--- src/common/pcm_pkg.sv ---
/*
  Package for the configuration status mirror: register map of the local
  register port, field positions, reset values and interrupt layout.
  Assumes a 25 MHz user clock and a single-cycle register port.
*/
package pcm_pkg;
  // ********************************************************
  // Sizes
  // ********************************************************
  localparam int PCM_NUM_PF = 2;
  localparam int PCM_NUM_VF = 6;
  localparam int PCM_ST_W = 3;
  localparam int PCM_ADDR_W = 8;
  localparam int PCM_DATA_W = 32;

  // ********************************************************
  // Register offsets (byte addresses, one word each)
  // ********************************************************
  localparam logic [7:0] PCM_CTRL_OFF = 8'h00;
  localparam logic [7:0] PCM_PF0_OFF = 8'h04;
  localparam logic [7:0] PCM_PF1_OFF = 8'h08;
  localparam logic [7:0] PCM_VF_EN_OFF = 8'h0C;
  localparam logic [7:0] PCM_VF_ST_OFF = 8'h10;
  localparam logic [7:0] PCM_LNK_CTRL_OFF = 8'h14;
  localparam logic [7:0] PCM_LNK_STAT_OFF = 8'h18;
  localparam logic [7:0] PCM_IRQ_STAT_OFF = 8'h1C;
  localparam logic [7:0] PCM_IRQ_MASK_OFF = 8'h20;
  localparam logic [7:0] PCM_OUT_OFF = 8'h24;

  // ********************************************************
  // Field positions
  // ********************************************************
  // CTRL: bit0 root port mode, bits 2:1 buffer flush/fill enable
  localparam int PCM_CTRL_RP_BIT = 0;
  localparam int PCM_CTRL_OBFF_LSB = 1;
  // PF words: bit0 completion boundary, bits 3:1 power state, bits 6:4 steering mode, bit 8 requester on
  localparam int PCM_PF_RCB_BIT = 0;
  localparam int PCM_PF_DPA_LSB = 1;
  localparam int PCM_PF_ST_LSB = 4;
  localparam int PCM_PF_REQ_BIT = 8;
  // Link control: rp completion boundary, interrupt enables
  localparam int PCM_LC_RCB_BIT = 0;
  localparam int PCM_LC_BWM_IE_BIT = 1;
  localparam int PCM_LC_ABW_IE_BIT = 2;
  localparam int PCM_LC_EQ_IE_BIT = 3;
  // Link status: sticky event bits, also interrupt status layout
  localparam int PCM_LS_BWM_BIT = 0;
  localparam int PCM_LS_ABW_BIT = 1;
  localparam int PCM_LS_EQ_BIT = 2;
  localparam int PCM_LS_W = 3;
  // Interrupt status: link bits 2:0, power state change PF0/PF1 bits 4:3
  localparam int PCM_IRQ_DPA_LSB = 3;
  localparam int PCM_IRQ_W = 5;

  // ********************************************************
  // Reset values
  // ********************************************************
  localparam logic [31:0] PCM_WORD_RST = 32'h0000_0000;
  localparam logic [4:0] PCM_IRQ_MASK_RST = 5'h00;
endpackage

--- src/rtl/pcm_status_mirror.sv ---
/*
  Configuration status mirror: holds mirrored configuration settings written
  over a local register port and drives them to the user logic outputs, with
  link event and power state change signalling.
  Assumes all inputs synchronous to mclk_i and a master that never waits.
*/
`timescale 1ns/1ns
// Behaviour
// - Endpoint: completion boundary flag per PF, bit0 PF0, bit1 PF1.
// - Root port: bit0 from root port link control, bit1 reserved zero.
// - Boundary flag zero means 64 bytes, one means 128 bytes.
// - Endpoint: power state change by config write pulses that PF bit once.
// - Root port: power state change outputs stay low.
// - Two-bit flush/fill enable field presented as written.
// - Root port: local bandwidth change sets status, raises event if enabled.
// - Root port: autonomous bandwidth change sets status, raises event if enabled.
// - Root port: equalization request sets status bit, raises event if enabled.
// - Endpoint never asserts the link event output.
// - Requester enable output mirrors bit 8 of each PF control.
// - Six-bit steering mode, PF0 in bits 2:0, PF1 in 5:3.
// - Six VF requester enable bits, bit n of the VF enable word for VF n.
// - Eighteen-bit VF steering mode, three bits per VF upward.
// - Root port reports bus master enable and interrupt disable as zero.
module pcm_status_mirror
  import pcm_pkg::*;
#(
  parameter int NUM_VF = PCM_NUM_VF
) (
  input wire logic mclk_i,
  input wire logic sys_rst_i,
  input wire logic [PCM_ADDR_W-1:0] reg_addr_i,
  input wire logic [PCM_DATA_W-1:0] reg_wdata_i,
  input wire logic reg_wr_i,
  input wire logic reg_rd_i,
  output logic [PCM_DATA_W-1:0] reg_rdata_o,
  input wire logic bus_master_en_i,
  input wire logic intx_disable_i,
  input wire logic local_bw_change_i,
  input wire logic auto_bw_change_i,
  input wire logic eq_request_i,
  output logic [PCM_NUM_PF-1:0] rcb_status_o,
  output logic [PCM_NUM_PF-1:0] dpa_substate_change_o,
  output logic [1:0] obff_enable_o,
  output logic link_event_change_o,
  output logic [PCM_NUM_PF-1:0] pf_hint_requester_on_o,
  output logic [PCM_NUM_PF*PCM_ST_W-1:0] pf_steering_tag_mode_o,
  output logic [NUM_VF-1:0] vfn_hint_requester_on_o,
  output logic [NUM_VF*PCM_ST_W-1:0] vfn_steering_tag_mode_o,
  output logic bus_master_en_o,
  output logic intx_disable_o,
  output logic irq_o
);
  // ********************************************************
  // Storage
  // ********************************************************
  logic [PCM_DATA_W-1:0] ctrl_q;
  logic [PCM_DATA_W-1:0] pf_q [PCM_NUM_PF];
  logic [NUM_VF-1:0] vf_en_q;
  logic [NUM_VF*PCM_ST_W-1:0] vf_st_q;
  logic [PCM_DATA_W-1:0] lnk_ctrl_q;
  logic [PCM_LS_W-1:0] lnk_stat_q;
  logic [PCM_LS_W-1:0] lnk_stat_d;
  logic [PCM_IRQ_W-1:0] irq_stat_q;
  logic [PCM_IRQ_W-1:0] irq_stat_d;
  logic [PCM_IRQ_W-1:0] irq_mask_q;
  logic [PCM_NUM_PF-1:0] dpa_pulse_d;

  // ********************************************************
  // Decode
  // ********************************************************
  wire rp_mode = ctrl_q[PCM_CTRL_RP_BIT];
  wire wr_ctrl = reg_wr_i && (reg_addr_i == PCM_CTRL_OFF);
  wire wr_vf_en = reg_wr_i && (reg_addr_i == PCM_VF_EN_OFF);
  wire wr_vf_st = reg_wr_i && (reg_addr_i == PCM_VF_ST_OFF);
  wire wr_lnk_ctrl = reg_wr_i && (reg_addr_i == PCM_LNK_CTRL_OFF);
  wire wr_lnk_stat = reg_wr_i && (reg_addr_i == PCM_LNK_STAT_OFF);
  wire wr_irq_stat = reg_wr_i && (reg_addr_i == PCM_IRQ_STAT_OFF);
  wire wr_irq_mask = reg_wr_i && (reg_addr_i == PCM_IRQ_MASK_OFF);
  wire [PCM_NUM_PF-1:0] wr_pf;
  wire [2:0] pf_dpa_new [PCM_NUM_PF];
  wire [2:0] pf_dpa_old [PCM_NUM_PF];

  // Link events only exist in root port mode
  wire [PCM_LS_W-1:0] lnk_evt = rp_mode ? {eq_request_i, auto_bw_change_i, local_bw_change_i}
                                        : '0;
  wire [PCM_LS_W-1:0] lnk_ie = {lnk_ctrl_q[PCM_LC_EQ_IE_BIT], lnk_ctrl_q[PCM_LC_ABW_IE_BIT],
                                lnk_ctrl_q[PCM_LC_BWM_IE_BIT]};
  // Event output follows enabled, recorded link status
  wire link_evt_d = rp_mode && |(lnk_stat_d & lnk_ie);

  // ********************************************************
  // Per-function write and power state compare
  // ********************************************************
  genvar g;
  generate
    for (g = 0; g < PCM_NUM_PF; g++) begin : g_pf
      assign wr_pf[g] = reg_wr_i && (reg_addr_i == (g == 0 ? PCM_PF0_OFF : PCM_PF1_OFF));
      assign pf_dpa_new[g] = reg_wdata_i[PCM_PF_DPA_LSB +: 3];
      assign pf_dpa_old[g] = pf_q[g][PCM_PF_DPA_LSB +: 3];
      // Only a write that alters the state counts, rewriting the same value is silent
      assign dpa_pulse_d[g] = !rp_mode && wr_pf[g] && (pf_dpa_new[g] != pf_dpa_old[g]);
      always_ff @(posedge mclk_i or posedge sys_rst_i) begin
        if (sys_rst_i) begin
          pf_q[g] <= PCM_WORD_RST;
        end else if (wr_pf[g]) begin
          pf_q[g] <= reg_wdata_i;
        end
      end
    end
  endgenerate

  // ********************************************************
  // Sticky status bits
  // ********************************************************
  // Hardware set wins over the write-one clear, so an event is never lost
  wire [PCM_IRQ_W-1:0] irq_set = {dpa_pulse_d, lnk_evt};
  genvar b;
  generate
    for (b = 0; b < PCM_IRQ_W; b++) begin : g_stat
      wire irq_clr = wr_irq_stat && reg_wdata_i[b];
      assign irq_stat_d[b] = irq_set[b] || (irq_stat_q[b] && !irq_clr);
      if (b < PCM_LS_W) begin : g_lnk
        wire lnk_clr = wr_lnk_stat && reg_wdata_i[b];
        assign lnk_stat_d[b] = lnk_evt[b] || (lnk_stat_q[b] && !lnk_clr);
      end
    end
  endgenerate

  // ********************************************************
  // Read mux
  // ********************************************************
  logic [PCM_DATA_W-1:0] rd_mux;
  always_comb begin
    rd_mux = '0;
    case (reg_addr_i)
      PCM_CTRL_OFF: rd_mux = ctrl_q;
      PCM_PF0_OFF: rd_mux = pf_q[0];
      PCM_PF1_OFF: rd_mux = pf_q[1];
      PCM_VF_EN_OFF: rd_mux[NUM_VF-1:0] = vf_en_q;
      PCM_VF_ST_OFF: rd_mux[NUM_VF*PCM_ST_W-1:0] = vf_st_q;
      PCM_LNK_CTRL_OFF: rd_mux = lnk_ctrl_q;
      PCM_LNK_STAT_OFF: rd_mux[PCM_LS_W-1:0] = lnk_stat_q;
      PCM_IRQ_STAT_OFF: rd_mux[PCM_IRQ_W-1:0] = irq_stat_q;
      PCM_IRQ_MASK_OFF: rd_mux[PCM_IRQ_W-1:0] = irq_mask_q;
      PCM_OUT_OFF: rd_mux[7:0] = {link_event_change_o, obff_enable_o, intx_disable_o,
                                  bus_master_en_o, dpa_substate_change_o, irq_o};
      default: rd_mux = '0;
    endcase
  end

  // ********************************************************
  // Output values
  // ********************************************************
  // Root port takes its boundary from its own link control, bit1 reserved
  wire [PCM_NUM_PF-1:0] rcb_d = rp_mode ? {1'b0, lnk_ctrl_q[PCM_LC_RCB_BIT]}
                                        : {pf_q[1][PCM_PF_RCB_BIT], pf_q[0][PCM_PF_RCB_BIT]};
  wire [PCM_NUM_PF-1:0] req_d = {pf_q[1][PCM_PF_REQ_BIT], pf_q[0][PCM_PF_REQ_BIT]};
  wire [PCM_NUM_PF*PCM_ST_W-1:0] st_d = {pf_q[1][PCM_PF_ST_LSB +: PCM_ST_W],
                                         pf_q[0][PCM_PF_ST_LSB +: PCM_ST_W]};
  wire [1:0] obff_d = ctrl_q[PCM_CTRL_OBFF_LSB +: 2];
  // Root port command bits do not apply, so they read as zero
  wire bme_d = bus_master_en_i && !rp_mode;
  wire intx_d = intx_disable_i && !rp_mode;
  wire irq_d = |(irq_stat_d & irq_mask_q);
  wire [PCM_DATA_W-1:0] rdata_d = reg_rd_i ? rd_mux : '0;

  // Per-VF slices: VF n owns requester bit n and mode bits 3n+2:3n
  wire [NUM_VF-1:0] vf_req_d;
  wire [NUM_VF*PCM_ST_W-1:0] vf_st_d;
  genvar v;
  generate
    for (v = 0; v < NUM_VF; v++) begin : g_vf
      assign vf_req_d[v] = vf_en_q[v];
      assign vf_st_d[v*PCM_ST_W +: PCM_ST_W] = vf_st_q[v*PCM_ST_W +: PCM_ST_W];
    end
  endgenerate

  // ********************************************************
  // Settings registers
  // ********************************************************
  // Control, PF and link control words are kept whole so software reads back what it wrote
  // Unmapped addresses match no decode and are dropped
  always_ff @(posedge mclk_i or posedge sys_rst_i) begin
    if (sys_rst_i) begin
      ctrl_q <= PCM_WORD_RST;
    end else if (wr_ctrl) begin
      ctrl_q <= reg_wdata_i;
    end
  end

  always_ff @(posedge mclk_i or posedge sys_rst_i) begin
    if (sys_rst_i) begin
      vf_en_q <= '0;
    end else if (wr_vf_en) begin
      vf_en_q <= reg_wdata_i[NUM_VF-1:0];
    end
  end

  always_ff @(posedge mclk_i or posedge sys_rst_i) begin
    if (sys_rst_i) begin
      vf_st_q <= '0;
    end else if (wr_vf_st) begin
      vf_st_q <= reg_wdata_i[NUM_VF*PCM_ST_W-1:0];
    end
  end

  always_ff @(posedge mclk_i or posedge sys_rst_i) begin
    if (sys_rst_i) begin
      lnk_ctrl_q <= PCM_WORD_RST;
    end else if (wr_lnk_ctrl) begin
      lnk_ctrl_q <= reg_wdata_i;
    end
  end

  // Mask resets to zero so nothing interrupts before software opts in
  always_ff @(posedge mclk_i or posedge sys_rst_i) begin
    if (sys_rst_i) begin
      irq_mask_q <= PCM_IRQ_MASK_RST;
    end else if (wr_irq_mask) begin
      irq_mask_q <= reg_wdata_i[PCM_IRQ_W-1:0];
    end
  end

  // ********************************************************
  // Link status
  // ********************************************************
  always_ff @(posedge mclk_i or posedge sys_rst_i) begin
    if (sys_rst_i) begin
      lnk_stat_q <= '0;
    end else begin
      lnk_stat_q <= lnk_stat_d;
    end
  end

  // ********************************************************
  // Interrupt status
  // ********************************************************
  always_ff @(posedge mclk_i or posedge sys_rst_i) begin
    if (sys_rst_i) begin
      irq_stat_q <= '0;
    end else begin
      irq_stat_q <= irq_stat_d;
    end
  end

  // ********************************************************
  // Read port
  // ********************************************************
  // Read data is zero outside its answer cycle
  // Reads have no side effects, so a repeated read is harmless
  always_ff @(posedge mclk_i or posedge sys_rst_i) begin
    if (sys_rst_i) begin
      reg_rdata_o <= '0;
    end else begin
      reg_rdata_o <= rdata_d;
    end
  end

  // ********************************************************
  // Interrupt output
  // ********************************************************
  // Taken from the next status so it lines up with the stored bits
  // One level output covers every unmasked status bit
  always_ff @(posedge mclk_i or posedge sys_rst_i) begin
    if (sys_rst_i) begin
      irq_o <= 1'b0;
    end else begin
      irq_o <= irq_d;
    end
  end

  // ********************************************************
  // Completion boundary
  // ********************************************************
  // Mirrors follow the stored setting one cycle later
  always_ff @(posedge mclk_i or posedge sys_rst_i) begin
    if (sys_rst_i) begin
      rcb_status_o <= '0;
    end else begin
      rcb_status_o <= rcb_d;
    end
  end

  // ********************************************************
  // Power state pulses
  // ********************************************************
  // Pulse lasts one cycle since the compare sees the write only once
  always_ff @(posedge mclk_i or posedge sys_rst_i) begin
    if (sys_rst_i) begin
      dpa_substate_change_o <= '0;
    end else begin
      dpa_substate_change_o <= dpa_pulse_d;
    end
  end

  // ********************************************************
  // Flush fill and link event
  // ********************************************************
  // Field passes through unchanged, all four codes are legal
  always_ff @(posedge mclk_i or posedge sys_rst_i) begin
    if (sys_rst_i) begin
      obff_enable_o <= 2'h0;
    end else begin
      obff_enable_o <= obff_d;
    end
  end

  // Level, dropped by the write-one clear of the link status, by clearing the enable or by leaving root port mode
  always_ff @(posedge mclk_i or posedge sys_rst_i) begin
    if (sys_rst_i) begin
      link_event_change_o <= 1'b0;
    end else begin
      link_event_change_o <= link_evt_d;
    end
  end

  // ********************************************************
  // Physical function hints
  // ********************************************************
  // Bit 8 and the mode field of each function word, no decoding
  always_ff @(posedge mclk_i or posedge sys_rst_i) begin
    if (sys_rst_i) begin
      pf_hint_requester_on_o <= '0;
    end else begin
      pf_hint_requester_on_o <= req_d;
    end
  end

  always_ff @(posedge mclk_i or posedge sys_rst_i) begin
    if (sys_rst_i) begin
      pf_steering_tag_mode_o <= '0;
    end else begin
      pf_steering_tag_mode_o <= st_d;
    end
  end

  // ********************************************************
  // Virtual function hints
  // ********************************************************
  always_ff @(posedge mclk_i or posedge sys_rst_i) begin
    if (sys_rst_i) begin
      vfn_hint_requester_on_o <= '0;
    end else begin
      vfn_hint_requester_on_o <= vf_req_d;
    end
  end

  always_ff @(posedge mclk_i or posedge sys_rst_i) begin
    if (sys_rst_i) begin
      vfn_steering_tag_mode_o <= '0;
    end else begin
      vfn_steering_tag_mode_o <= vf_st_d;
    end
  end

  // ********************************************************
  // Command bits
  // ********************************************************
  // Endpoint passes the command bits through one flop
  always_ff @(posedge mclk_i or posedge sys_rst_i) begin
    if (sys_rst_i) begin
      bus_master_en_o <= 1'b0;
    end else begin
      bus_master_en_o <= bme_d;
    end
  end

  always_ff @(posedge mclk_i or posedge sys_rst_i) begin
    if (sys_rst_i) begin
      intx_disable_o <= 1'b0;
    end else begin
      intx_disable_o <= intx_d;
    end
  end
endmodule

--- config.mk ---
export PLATFORM = sky130hd
export DESIGN_NAME = pcm_status_mirror
export DESIGN_NICKNAME = d
export VERILOG_FILES = /design/src/common/pcm_pkg.sv /design/src/rtl/pcm_status_mirror.sv
export SDC_FILE = /design/constraint.sdc
export NUM_CORES = 1
export LEC_CHECK = 0
export BUFFER_PORTS_ARGS = -buffer_cell sky130_fd_sc_hd__buf_2
export CAP_MARGIN = 20
export CORE_ASPECT_RATIO = 2
export CORE_MARGIN = 2
export CORE_UTILIZATION = 60
export CTS_BUF_LIST = sky130_fd_sc_hd__clkbuf_8
export DETAILED_ROUTE_END_ITERATION = 6
export MAX_ROUTING_LAYER = met4
export PLACE_DENSITY = 0.83
export SKIP_LAST_GASP = 1
export SYNTH_ARGS = -nofsm -noshare
export SYNTH_HDL_FRONTEND = slang
export SYNTH_SLANG_ARGS = --single-unit
--- constraint.sdc ---
create_clock -name mclk_i -period 11.7 [get_ports mclk_i]
set_clock_uncertainty 0.15 [all_clocks]
set_input_delay 0.585 -clock mclk_i [delete_from_list [all_inputs] [get_ports mclk_i]]
set_output_delay 0.585 -clock mclk_i [all_outputs]
set_load 0.02 [all_outputs]
==> impl_results.md, run 1 <==
* HP Class: input port to flip-flop
* Initial Util at 0.614
* Peak VDD IR at 0.135 mV
* FF-to-FF setup slack at 9680 ps
* Cells after Synth at 709
* CTS Buf Count at 34
* Vias in the first global route at 7299
* Worst-path clk slew at 70 ps
* Post-synth EDFFs at 0
* Die Area at 17300 µm²
* First-pass GRT wire length at 40.6 mm
* Arr. time, crit path at 3270 ps
* Pins Over Slew Limit at 0
* Vias post-DR at 6747
* Post-CTS Setup Inserts at 0
* Ys Warns at 0
* Core ar. at 15900 µm²
* Chip Height at 184 µm
* Post-synth top area cell: dfrtp_1
* Switch Pwr at 0.418 mW
* Status: complete, no violations
* Ant diodes at 0
* Largest net degree at the start of global routing at 165
* Via/cell ratio at 6.36
* Total gr overflow at 0
* Synthesis-to-finish area growth at 15.9%
* Clk network pwr share at 0.403
* CP Capture Type: flip-flop
* Comb power frac at 0.075
* GRT Total Usage at 0.322
* RD Place Congestion at 0.940
* Core Rows at 65
* Post-Place Worst Slack at 8260 ps
* Clk root buf: clkbuf_8
* Crit-path max FO at 23
* Leakage at 5.78 nW
* Most frequent cells after synthesis: 239 x dfrtp_1, 114 x mux2_2, 55 x nand2_1
* Layout cell share with drive strength beyond 1 at 0.402
* First-pass DRT Iterations at 7
* Post-Syn Area at 9740 µm²
* Slew HR at 0.212
* WHS at 168 ps
* Ports at 123
* Tmin final at 3050 ps
* Post-synth ARST share at 1.00
* Critical path type: input port to flip-flop
* Mapped Nets at 758
* # DRC at 0
* Antenna viol nets, final at 0
* Max-cap violations at 0
* Min-delay src: intx_disable_i
* Internal power at 1.30 mW
* Power per cell area at 152 nW/µm²
* R2R Path Start: ctrl_q[0]
* Switching Share at 0.243
* Final Hold Viols at 0
* Final Worst Setup Slack at 8650 ps
* FMAX at 328 MHz
* Post-DP HPWL at 17.9 mm
* Yosys reg bits at 239
* Critical Path RT at 11920 ps
* Post-Syn Area per Cell at 13.7 µm²
* CTS tree: built
* Count leader, synth: dfrtp_1
* RSZ-0062 raised after global routing: no
* Top cells by area, synth: dfrtp_1 61%, mux2_2 13%, mux2_4 4.6%
* DP Area at 10500 µm²
* Final wirelength at 26.7 mm
* Port Buffers at 122
* Final setup fails at 0
* Routed wire per std cell at 25.2 µm
* Setup TNS at 0 ps
* Post-synthesis sequential area ratio at 0.614
* Dominant synthesized flop cell: dfrtp_1
* H-tree Lvls at 2
* Clock Path Buffers at 3
* Clock sinks at 239
* Die W at 94.1 µm
* Finished Cell Area at 11300 µm²
* Nets at 883
* Crit share post-route at 0.260
* Reg power frac at 0.522
* Skew-Pair Late Insertion Delay at 510 ps
* CP Launch Point: reg_addr_i[2]
* Initial antenna violation count at 0
* Detailed router's first-iteration violation count at 507
* Worst-margin pin slew at 1180 ps
* Startpoint type of the worst setup path: input port
* Post-synth top area share at 0.614
* Count of cell types in the netlist at 56
path summary, 6_finish.rpt:
path | end | cells after the start
min in group asynchronous | vf_en_q[4] | 3
min | intx_disable_o | 2
max in group asynchronous | vf_en_q[1] | 5
max reg2reg | link_event_change_o | 4
min reg2reg | vfn_hint_requester_on_o[5] | 0
max | reg_rdata_o[16] | 5
kinds of logic after synthesis:
| logic type | after synthesis | share of synthesized area |
|---|---|---|
| compound gates | 128 | 0.101 |
| simple gates | 134 | 0.0704 |
| xor+xnor | 6 | 0.00539 |
| buf+inv | 52 | 0.0247 |
| mux | 150 | 0.184 |
| flops | 239 | 0.614 |
metrics by stage:
step                instances   util  power, mW
floorplan                 709      -      0.982
global placement          995  0.660       1.03
detailed placement        997  0.663       1.04
CTS                      1059  0.710       1.72
global route             1061  0.712       1.77
finish                   1061  0.712       1.72
flip-flops by register name (all words and copies together), names as in the netlist, 2 cells and up:
| signal | count |
|---|---|
| ctrl_q | 32 |
| dpa_substate_change_o | 2 |
| irq_mask_q | 5 |
| irq_stat_q | 5 |
| lnk_ctrl_q | 32 |
| lnk_stat_q | 3 |
| obff_enable_o | 2 |
| pf_dpa_old | 6 |
| pf_hint_requester_on_o | 2 |
| pf_q | 58 |
| pf_steering_tag_mode_o | 6 |
| rcb_status_o | 2 |
| reg_rdata_o | 32 |
| vf_en_q | 6 |
| vf_st_d | 18 |
| vfn_hint_requester_on_o | 6 |
| vfn_steering_tag_mode_o | 18 |
critical path, cell delays in order:
cell	delay, ps
buf_2	410
or4b_1	700
nor2_1	960
a222oi_1	210
a31oi_1	400
power by group through the flow:
| stage | sequential, mW | combinational (mW) | clock (mW) |
|---|---|---|---|
| 6_report | 0.897 | 0.129 | 0.692 |
| 3_5_place_dp | 0.910 | 0.128 | 0 |
| 2_1_floorplan | 0.908 | 0.0733 | 0 |
| 4_1_cts | 0.896 | 0.128 | 0.701 |
| 5_1_grt | 0.900 | 0.140 | 0.733 |
| 3_3_place_gp | 0.908 | 0.123 | 0 |
cell usage in the layout (no fill, tap or decap), types with 3 or more instances in the layout:
| master | n |
|---|---|
| a21boi_0 | 3 |
| a21oi_1 | 10 |
| a221oi_1 | 4 |
| a222oi_1 | 29 |
| a22o_1 | 20 |
| a22oi_1 | 10 |
| a31oi_1 | 13 |
| buf_2 | 122 |
| buf_4 | 7 |
| clkbuf_8 | 47 |
| clkinv_2 | 3 |
| dfrtp_1 | 239 |
| inv_1 | 16 |
| mux2_2 | 114 |
| mux2_4 | 30 |
| mux2i_1 | 4 |
| nand2_1 | 54 |
| nand2_2 | 3 |
| nand3_1 | 7 |
| nand3b_1 | 3 |
| nor2_1 | 24 |
| nor2b_1 | 4 |
| nor3_1 | 7 |
| nor4_1 | 4 |
| o21ai_0 | 20 |
| o41ai_1 | 4 |
| or4_1 | 4 |
| xor2_1 | 6 |
metal layers:
layer  vias up  wire length (µm)  part of all wire  global-route usage
met5         -                 0                 0                   -
met4         0              1430             0.053               0.178
met3        76              1470             0.055              0.0392
met2       331             14400              0.54               0.553
met1      3453              9440              0.35               0.359
li1       2887                 -                 -                   -
final cells by class:
| type | instances | area [µm²] |
|---|---|---|
| Timing Repair Buffer | 133 | 736 |
| Sequential cell | 239 | 5980 |
| Tap cell | 201 | 251 |
| Multi-Input combinational cell | 418 | 3540 |
| Clock buffer | 47 | 647 |
| Inverter | 8 | 37.5 |
| Clock inverter | 15 | 97.6 |
| Fill cell | 1081 | 4570 |
timing repair:
action,4_1_cts,5_1_grt
endpoints found under the setup margin,0,0
gates resized for setup,0,0
endpoints found under the hold margin,0,34
hold buffers,0,1
(Power assumes the default switching activity.)
==> inputs of run 2 (changes only) <==
- clock period: 11.7 -> 3.16 ns (I/O delays scaled with it)
==> impl_results.md, run 2 (synthesized netlist as in run 1, its figures left out) <==
* Die W at 94.1 µm (unchanged)
* Final Worst Setup Slack at 653 ps (-8000 ps)
* Die Area at 17300 µm² (unchanged)
* Synthesis-to-finish area growth at 20.7%
* Largest reg by FF count: pf_q
* First-pass GRT wire length at 44.2 mm (+9.0%)
* Worst-margin pin slew at 848 ps (-329 ps)
* WHS at 83.8 ps (-83.7 ps)
* GRT Total Usage at 0.354 (+0.0319)
* H-tree Lvls at 1 (-1)
* Register area at 5980 µm² (unchanged)
* FF-to-FF setup slack at 1360 ps (-8320 ps)
* Failing checks: design-rule violations
* Ports at 123 (unchanged)
* CTS Buf Count at 31 (-8.8%)
* Clock Path Buffers at 3 (unchanged)
* Startpoint type of the worst setup path: input port
* Worst-path clk slew at 70 ps (about the same)
* Total gr overflow at 0 (unchanged)
* First-pass DRT Iterations at 7 (unchanged)
* Final wirelength at 28.9 mm (+8.1%)
* Max reg flops at 58 (unchanged)
* Skew-Pair Late Insertion Delay at 570 ps (+60 ps)
* DP Area at 10600 µm² (+1.3%)
* Final setup fails at 0 (unchanged)
* Power per cell area at 533 nW/µm² (+250%)
* Post-DP HPWL at 19.2 mm (+7.1%)
* Fillers at 1014 (-6.2%)
* Slew HR at 0.429 (+0.217)
* Setup TNS at 0 ps (unchanged)
* CTS tree: built
* Post-Place Worst Slack at 721 ps (-7530 ps)
* Post_cts resized at 0 (unchanged)
* CP Capture Type: flip-flop
* Detailed router's first-iteration violation count at 583 (+15%)
* HP Class: input port to flip-flop
* Final core occ at 0.742 (+0.0297)
* Leakage at 5.99 nW (+3.7%)
* Layout cell share with drive strength beyond 1 at 0.390 (-0.0124)
* Vias in the first global route at 7599 (+4.1%)
* FMAX at 399 MHz
* Final Hold Viols at 0 (unchanged)
* Crit-path max FO at 14 (-39%)
* Clock sinks at 239 (unchanged)
* Pins Over Slew Limit at 0 (unchanged)
* Max-cap violations at 0 (unchanged)
* Clk root buf: clkbuf_8
* Post-CTS Hold Fix Bufs at 46 (+46)
* Core ar. at 15900 µm² (unchanged)
* RD Place Congestion at 1.03 (+9.8%)
* Peak VDD IR at 0.489 mV (+260%)
* RSZ-0062 raised after global routing: no
* Ant diodes at 0 (unchanged)
* Post-CTS Setup Inserts at 0 (unchanged)
* Critical Path RT at 3460 ps (-8460 ps)
* Commonest non-fill, non-tap cell in the layout: dfrtp_1
* Largest net degree at the start of global routing at 87 (-47%)
* Vias post-DR at 7092 (+5.1%)
* Status: complete, but fails checks
* Area of the multi-input gates at 3550 µm² (+0.18%)
* Via/cell ratio at 6.37 (+0.11%)
* Tmin final at 2510 ps
* Initial Util at 0.614 (unchanged)
* Arr. time, crit path at 2800 ps (-470 ps)
* Nets at 940 (+6.5%)
* Routed wire per std cell at 25.9 µm (+3.0%)
* Crit share post-route at 0.793
* Antenna viol nets, final at 0 (unchanged)
* Chip Height at 184 µm (unchanged)
* Core Rows at 65 (unchanged)
* Port Buffers at 122 (unchanged)
* Critical path type: input port to flip-flop
* Commonest cells after routing, fill and taps aside: 239 x dfrtp_1, 122 x buf_2, 114 x mux2_2
* # DRC at 9 (+9)
* Finished Cell Area at 11800 µm² (+4.2%)
* Initial antenna violation count at 0 (unchanged)
==> run 2: changes by cell type in the layout (fill, tap and decap cells not counted), moves of 2 or more <==
cell,delta
buf_12,+2
buf_4,+15
inv_8,-2
clkbuf_8,-9
dlygate4sd3_1,+45
clkinv_2,+3
==> run 2: worst max-delay path, stage by stage <==
cell and delay (ps):
dlygate4sd3_1 530, buf_2 160, nor2_1 490, nand2_1 230
or4_1 890, nor2_1 340
==> run 2: cell type report <==
| cell class | instances | area share |
|---|---|---|
| flip-flops and latches | 239 | 0.509 |
| multi-input cells | 418 | 0.302 |
| repair buffers | 193 | 0.110 |
| clock buffers | 38 | 0.0445 |
| well taps | 201 | 0.0214 |
| clock inverters | 17 | 0.0110 |
| inverters | 8 | 0.00287 |
==> run 2: power by group <==
group,internal (mW),switching (mW)
Sequential,3.21,0.113
Combinational,0.245,0.302
Clock,1.25,1.14
==> run 2: per-stage QoR <==
step | total power, mW | cells
2_1_floorplan | 3.64 | 709
3_3_place_gp | 3.83 | 1013
3_5_place_dp | 3.86 | 1013
4_1_cts | 6.29 | 1114
5_1_grt | 6.46 | 1114
6_report | 6.26 | 1114
==> run 2: final timing paths <==
| path | start | to | cells after the start |
|---|---|---|---|
| worst max-delay path | reg_addr_i[1] | reg_rdata_o[29] | 6 |
| worst min-delay path | reg_addr_i[6] | reg_rdata_o[6] | 4 |
| worst max register to register | pf_dpa_old[4] | irq_o | 5 |
| worst min register to register | pf_q[37] | pf_steering_tag_mode_o[1] | 0 |
| max in group asynchronous | sys_rst_i | pf_q[25] | 4 |
| min in group asynchronous | sys_rst_i | pf_q[36] | 3 |
==> run 2: per-layer routing <==
| layer | vias up | GRT usage | share of wire |
|---|---|---|---|
| li1 | 2998 | - | - |
| met1 | 3613 | 0.397 | 0.34 |
| met2 | 387 | 0.611 | 0.54 |
| met3 | 94 | 0.0388 | 0.062 |
| met4 | 0 | 0.191 | 0.056 |
| met5 | - | - | 0 |
